$ cat src/hdl/mie_pkg.sv
package mie_pkg;

   // Bus widths
   localparam int INSTR_W = 14;
   localparam int PC_W    = 15;
   localparam int FADDR_W = 7;
   localparam int DATA_W  = 8;
   localparam int LATCH_W = 7;

   // Instruction field positions
   localparam int DEST_BIT  = 7;
   localparam int K11_MSB   = 10;
   localparam int K8_MSB    = 7;
   localparam int LATCH_MSB = 6;
   localparam int LATCH_LSB = 3;

   // Opcode patterns, don't-care bits as '?'
   localparam logic [13:0] PAT_CLEAR_W  = 14'b00_0001_0???_????;
   localparam logic [13:0] PAT_DEC_SKIP = 14'b00_1011_????_????;
   localparam logic [13:0] PAT_INC_SKIP = 14'b00_1111_????_????;
   localparam logic [13:0] PAT_INC_FILE = 14'b00_1010_????_????;
   localparam logic [13:0] PAT_BRANCH   = 14'b10_1???_????_????;
   localparam logic [13:0] PAT_OR_LIT   = 14'b11_1000_????_????;

   // Reset values
   localparam logic [13:0] NOP_WORD = 14'h0000;
   localparam logic [14:0] PC_RST   = 15'h0000;
   localparam logic [7:0]  W_RST    = 8'h00;
   localparam logic        Z_RST    = 1'b0;

   typedef enum logic [2:0] {
      no_operation_op,
      clear_working_reg_op,
      decrement_skip_zero_op,
      increment_skip_zero_op,
      increment_file_op,
      unconditional_branch_op,
      or_literal_working_op
   } mie_op_type;

   // One write towards the data register file
   typedef struct packed {
      logic                we;
      logic [FADDR_W-1:0]  addr;
      logic [DATA_W-1:0]   data;
   } mie_fwr_type;

   function automatic logic is_zero(input logic [DATA_W-1:0] v);
      return v == 8'h00;
   endfunction

endpackage

$ cat src/hdl/mie_alu.sv
`timescale 1ns/100ps
module mie_alu (
   // Instruction and operands
   input  wire logic [mie_pkg::INSTR_W-1:0] instr,
   input  wire logic [mie_pkg::DATA_W-1:0]  w_data,
   input  wire logic [mie_pkg::DATA_W-1:0]  f_data,
   // Decoded result
   output mie_pkg::mie_op_type              op,
   output logic [mie_pkg::DATA_W-1:0]       res,
   output logic                             wr_w,
   output logic                             wr_f,
   output logic                             z_upd,
   output logic                             skip,
   output logic                             branch
);

   logic dest;

   always_comb begin
      casez (instr)
         mie_pkg::PAT_CLEAR_W:  op = mie_pkg::clear_working_reg_op;
         mie_pkg::PAT_DEC_SKIP: op = mie_pkg::decrement_skip_zero_op;
         mie_pkg::PAT_INC_SKIP: op = mie_pkg::increment_skip_zero_op;
         mie_pkg::PAT_INC_FILE: op = mie_pkg::increment_file_op;
         mie_pkg::PAT_BRANCH:   op = mie_pkg::unconditional_branch_op;
         mie_pkg::PAT_OR_LIT:   op = mie_pkg::or_literal_working_op;
         // Opcodes outside this subset run as a no-operation
         default:             op = mie_pkg::no_operation_op;
      endcase
   end

   always_comb begin
      dest   = instr[mie_pkg::DEST_BIT];
      res    = 8'h00;
      wr_w   = 1'b0;
      wr_f   = 1'b0;
      z_upd  = 1'b0;
      skip   = 1'b0;
      branch = 1'b0;
      unique case (op)
         mie_pkg::no_operation_op: begin
         end
         mie_pkg::clear_working_reg_op: begin
            res   = 8'h00;
            wr_w  = 1'b1;
            z_upd = 1'b1;
         end
         mie_pkg::decrement_skip_zero_op: begin
            res  = f_data - 8'h01;
            wr_w = !dest;
            wr_f = dest;
            skip = mie_pkg::is_zero(res);
         end
         mie_pkg::increment_skip_zero_op: begin
            res  = f_data + 8'h01;
            wr_w = !dest;
            wr_f = dest;
            skip = mie_pkg::is_zero(res);
         end
         mie_pkg::increment_file_op: begin
            res   = f_data + 8'h01;
            wr_w  = !dest;
            wr_f  = dest;
            z_upd = 1'b1;
         end
         mie_pkg::unconditional_branch_op: begin
            branch = 1'b1;
         end
         mie_pkg::or_literal_working_op: begin
            res   = w_data | instr[mie_pkg::K8_MSB:0];
            wr_w  = 1'b1;
            z_upd = 1'b1;
         end
      endcase
   end

endmodule

$ cat src/hdl/mie_core.sv
`timescale 1ns/100ps
////////////////////////////////////////////////////////////////////////////
module mie_core (
   // Clock and reset
   input  wire logic                         sys_clk,
   input  wire logic                         rst_n,
   // Program memory
   output logic [mie_pkg::PC_W-1:0]          prog_addr,
   input  wire logic [mie_pkg::INSTR_W-1:0]  prog_data,
   // Data register file
   output logic [mie_pkg::FADDR_W-1:0]       file_raddr,
   input  wire logic [mie_pkg::DATA_W-1:0]   file_rdata,
   output mie_pkg::mie_fwr_type              file_wr,
   // Upper program counter source
   input  wire logic [mie_pkg::LATCH_W-1:0]  program_counter_high_latch,
   // Core state
   output logic [mie_pkg::DATA_W-1:0]        working_out,
   output logic                              zero_flag,
   output logic                              skip_cycle
);

   ////////////////////////////////////////////////////////////////////////
   // State
   logic [mie_pkg::PC_W-1:0]     pc_reg;
   logic [mie_pkg::PC_W-1:0]     pc_next;
   logic [mie_pkg::INSTR_W-1:0]  instr_reg;
   logic [mie_pkg::INSTR_W-1:0]  instr_next;
   logic [mie_pkg::FADDR_W-1:0]  raddr_reg;
   logic [mie_pkg::FADDR_W-1:0]  raddr_next;
   logic                         flush_reg;
   logic                         flush_next;
   logic [mie_pkg::DATA_W-1:0]   w_reg;
   logic [mie_pkg::DATA_W-1:0]   w_next;
   logic                         z_reg;
   logic                         z_next;
   mie_pkg::mie_fwr_type         fwr_reg;
   mie_pkg::mie_fwr_type         fwr_next;

   // Execute stage
   mie_pkg::mie_op_type          op;
   logic [mie_pkg::DATA_W-1:0]   res;
   logic [mie_pkg::DATA_W-1:0]   src_data;
   logic [mie_pkg::FADDR_W-1:0]  faddr;
   logic [mie_pkg::PC_W-1:0]     branch_target;
   logic [mie_pkg::DATA_W-1:0]   klit;
   logic                         exec;
   logic                         wr_w;
   logic                         wr_f;
   logic                         z_upd;
   logic                         skip;
   logic                         branch;

   assign prog_addr   = pc_reg;
   assign file_raddr  = raddr_reg;
   assign file_wr     = fwr_reg;
   assign working_out = w_reg;
   assign zero_flag   = z_reg;
   assign skip_cycle  = flush_reg;

   ////////////////////////////////////////////////////////////////////////
   // Operand path
   assign faddr = instr_reg[mie_pkg::FADDR_W-1:0];
   assign klit  = instr_reg[mie_pkg::K8_MSB:0];
   assign exec  = !flush_reg;
   assign branch_target = {
      program_counter_high_latch[mie_pkg::LATCH_MSB:mie_pkg::LATCH_LSB],
      instr_reg[mie_pkg::K11_MSB:0]};

   // File writes land one edge late, so a back-to-back read of the same
   // address takes the pending value instead of the stale one
   assign src_data = (fwr_reg.we && fwr_reg.addr == faddr) ?
                     fwr_reg.data : file_rdata;

   mie_alu u_alu (
      .instr  (instr_reg),
      .w_data (w_reg),
      .f_data (src_data),
      .op     (op),
      .res    (res),
      .wr_w   (wr_w),
      .wr_f   (wr_f),
      .z_upd  (z_upd),
      .skip   (skip),
      .branch (branch)
   );

   ////////////////////////////////////////////////////////////////////////
   // Fetch and execute
   always_comb begin
      pc_next       = pc_reg + 15'h0001;
      instr_next    = prog_data;
      raddr_next    = prog_data[mie_pkg::FADDR_W-1:0];
      flush_next    = 1'b0;
      w_next        = w_reg;
      z_next        = z_reg;
      fwr_next.we   = 1'b0;
      fwr_next.addr = faddr;
      fwr_next.data = res;
      // A flushed slot is a no-operation: it can neither skip nor branch
      if (exec) begin
         if (wr_w) begin
            w_next = res;
         end
         fwr_next.we = wr_f;
         if (z_upd) begin
            z_next = mie_pkg::is_zero(res);
         end
         if (skip) begin
            flush_next = 1'b1;
         end
         if (branch) begin
            pc_next    = branch_target;
            flush_next = 1'b1;
         end
      end
   end

   always_ff @(posedge sys_clk) begin
      if (!rst_n) begin
         pc_reg    <= mie_pkg::PC_RST;
         instr_reg <= mie_pkg::NOP_WORD;
         raddr_reg <= 7'h00;
         flush_reg <= 1'b0;
         w_reg     <= mie_pkg::W_RST;
         z_reg     <= mie_pkg::Z_RST;
         fwr_reg   <= '0;
      end else begin
         pc_reg    <= pc_next;
         instr_reg <= instr_next;
         raddr_reg <= raddr_next;
         flush_reg <= flush_next;
         w_reg     <= w_next;
         z_reg     <= z_next;
         fwr_reg   <= fwr_next;
      end
   end
endmodule

$ cat config.mk
export PLATFORM = sky130hd
export DESIGN_NAME = mie_core
export DESIGN_NICKNAME = d
export VERILOG_FILES = /design/src/hdl/mie_pkg.sv /design/src/hdl/mie_alu.sv /design/src/hdl/mie_core.sv
export SDC_FILE = /design/constraint.sdc
export NUM_CORES = 1
export LEC_CHECK = 0
export ABC_AREA = 1
export BUFFER_PORTS_ARGS = -buffer_cell sky130_fd_sc_hd__buf_2
export CORE_MARGIN = 2
export CORE_UTILIZATION = 50
export CTS_CLUSTER_SIZE = 28
export DETAILED_ROUTE_END_ITERATION = 6
export PLACE_DENSITY = 0.83
export SLEW_MARGIN = 20
export SYNTH_ARGS = -nofsm -noshare
export SYNTH_HDL_FRONTEND = slang
export SYNTH_HIERARCHICAL = 1
export SYNTH_SLANG_ARGS = --single-unit
$ cat constraint.sdc
create_clock -name sys_clk -period 3.15 [get_ports sys_clk]
set_input_delay 0 -clock sys_clk [delete_from_list [all_inputs] [get_ports sys_clk]]
set_output_delay 0 -clock sys_clk [all_outputs]
set_load 0.02 [all_outputs]
==> impl_metrics.csv <==
group,metric,value,unit
power_and_ir_drop,p_total,1.44,mW
layout,diodes,0,
detailed_routing,drtIter0Drc,180,
detailed_routing,wl_per_cell,12.4,um
detailed_routing,dr.pass1.iters,4,
critical_path,slowest_stage,"dfxtp_1",
clock_network,cts_root_buf,"clkbuf_8",
min_path,hold_class,"input pin to register",
clock_network,insertion_delay,0.32,ns
global_routing,track_usage,0.239,
critical_path,cp_slowest_stage_delay,0.42,ns
layout,largest_register_ffs,16,
sta,hold_viol_final,0,
clock_network,cts-htree-levels,2,
critical_path,crit_path_start_kind,"register",
sta,final-setup-viol-count,0,
layout,final_nets,594,
global_routing,grt_overflow_total,0,
critical_path,worst_ep_required_time,3.38,ns
power_and_ir_drop,leakagePower,2.10,nW
global_routing,grt_pass1_wl,12500,um
floorplanning,die_width,82.6,um
power_and_ir_drop,power_density,384,mW/mm^2
critical_path,path_class,"register to register",
critical_path,worstSetupEndpointType,"register",
floorplanning,start_util,0.518,
sta,skew,0.00872,ns
place,dp_hpwl,5870,um
layout,syn_to_final_growth,21.1,%
detailed_routing,ant_nets,0,
clock_network,post_cts_buffers,0,
layout,drive_gt1_frac,0.199,
sta,layout_min_cycle_time,2.75,ns
detailed_routing,drc,0,
detailed_routing,avgViaCountPerCell,4.98,
synth,synthCells,472,
synth,syn_area,0.00309,mm^2
floorplanning,dieArea,0.00682,mm^2
global_routing,grt_max_degree,45,
sta,finalMaxSlewViolations,0,
floorplanning,num_rows,28,
critical_path,crit_top_cell,"nand2_1",
synth,synth.avg_cell_area,6.54,um^2
place,gp_routability_congestion,0.915,
synth,syn-num-nets,508,
place,port_buffers,75,
outcome,status,"finished, final reports clean",
critical_path,rrSetupSlack,0.40,ns
critical_path,crit_fanout,9,
synth,yosys_warnings,6,
floorplanning,die_height,82.6,um
floorplanning,fp.coreArea,0.00596,mm^2
sta,slew_headroom,0.649,
clock_network,holdBufCountCts,18,
sta,fin_crit_sh,0.874,
layout,post-route-util,0.628,
sta,tightest_slew,0.523,ns
detailed_routing,routed_wl,7890,um
clock_network,clock-sinks,55,
global_routing,grt_pass1_vias,2839,
clock_network,cts_tree,"built",
clock_network,clockBufferDepth,2,
detailed_routing,vias,3159,
run,drv_cap,0,
clock_network,clk_pin_slew_worst_paths,0.09,ns
critical_path,crit_chain,"xnor2_1, nand2_1, nor2_4, nand2_2, nand2_1, nand2_1, buf_4, ha_1, nand3_1, nand2_1, nand2_1, nand3_1, nor2_1, nand4_1, nand2_1, nand2_1, inv_1, nor2_1, nor3_1",
sta,rsz0062_at_grt,"no",
global_routing,antenna_found_initial,0,
clock_network,cts_buffers,5,
floorplanning,ios,79,
sta,max_freq,363,MHz
sta,tns,0,ns
clock_network,ctsResizeCount,0,
critical_path,crit_arrival,2.98,ns
power_and_ir_drop,ir_drop,0.286,mV
power by group:
part	leakage [nW]	switching, mW	internal (mW)	total [mW]
clock network	0.0515	0.223	0.201	0.424
registers	0.450	0.0355	0.728	0.763
logic	1.60	0.153	0.0962	0.249
total	2.10	0.411	1.02	1.44
placed cells by master, fill, tap and decap left out, types with 3 or more instances in the layout:
cell and instances:
a21oi_1 7, buf_2 75, clkbuf_8 7, dfxtp_1 55, dlygate4sd3_1 18, ha_1 5
inv_1 81, inv_2 4, nand2_1 133, nand2_2 5, nand3_1 37, nand4_1 12
nor2_1 47, nor2_2 7, nor2_4 6, o211ai_1 3, o21ai_0 22, o22ai_1 5
xnor2_1 7, xor2_1 5
metrics by stage:
stage / setup WS [ns] / hold WS [ns] / cells / cell area (um^2)
after global placement: 0.465 / 0.180 / 608 / 3460
after floorplan: 0.731 / 0.0976 / 472 / 3090
after global routing: 0.0505 / 0.237 / 634 / 3740
after CTS: 0.403 / 0.203 / 634 / 3740
after detailed placement: 0.442 / 0.184 / 608 / 3460
final: 0.397 / 0.211 / 634 / 3740
worst max-delay path, delay by kind of cell, from the launching register on:
kind / cells / cell delay, ns
adder cells (fa/ha/maj): 1 / 0.26
XOR/XNOR: 1 / 0.16
AND/OR/NAND/NOR: 15 / 1.59
buffers and inverters: 2 / 0.25
flip-flops: 1 / 0.42
metal layers:
layer	GRT usage	part of all wire	vias up
met5	0	0	-
met4	0.0672	0.016	0
met3	0.0391	0.073	14
met2	0.407	0.48	119
met1	0.312	0.44	1402
li1	-	-	1624
area by class of cell:
type,count,area (um^2)
Timing Repair Buffer,95,571
Multi-Input combinational cell,316,1550
Sequential cell,55,1100
Clock buffer,8,100
Inverter,85,319
Fill cell,567,2220
Tap cell,75,93.8
final timing paths:
path,endpoint,from,cells after the start
hold reg to reg,zero_flag$_SDFFE_PN0P_,zero_flag$_SDFFE_PN0P_,2
setup reg to reg,skip_cycle$_SDFF_PP0_,instr_reg[6]$_SDFF_PN0_,19
setup / recovery,skip_cycle$_SDFF_PP0_,instr_reg[6]$_SDFF_PN0_,19
hold / removal,instr_reg[3]$_SDFF_PN0_,rst_n,4
Note: power is estimated with default switching activity, not from simulation.
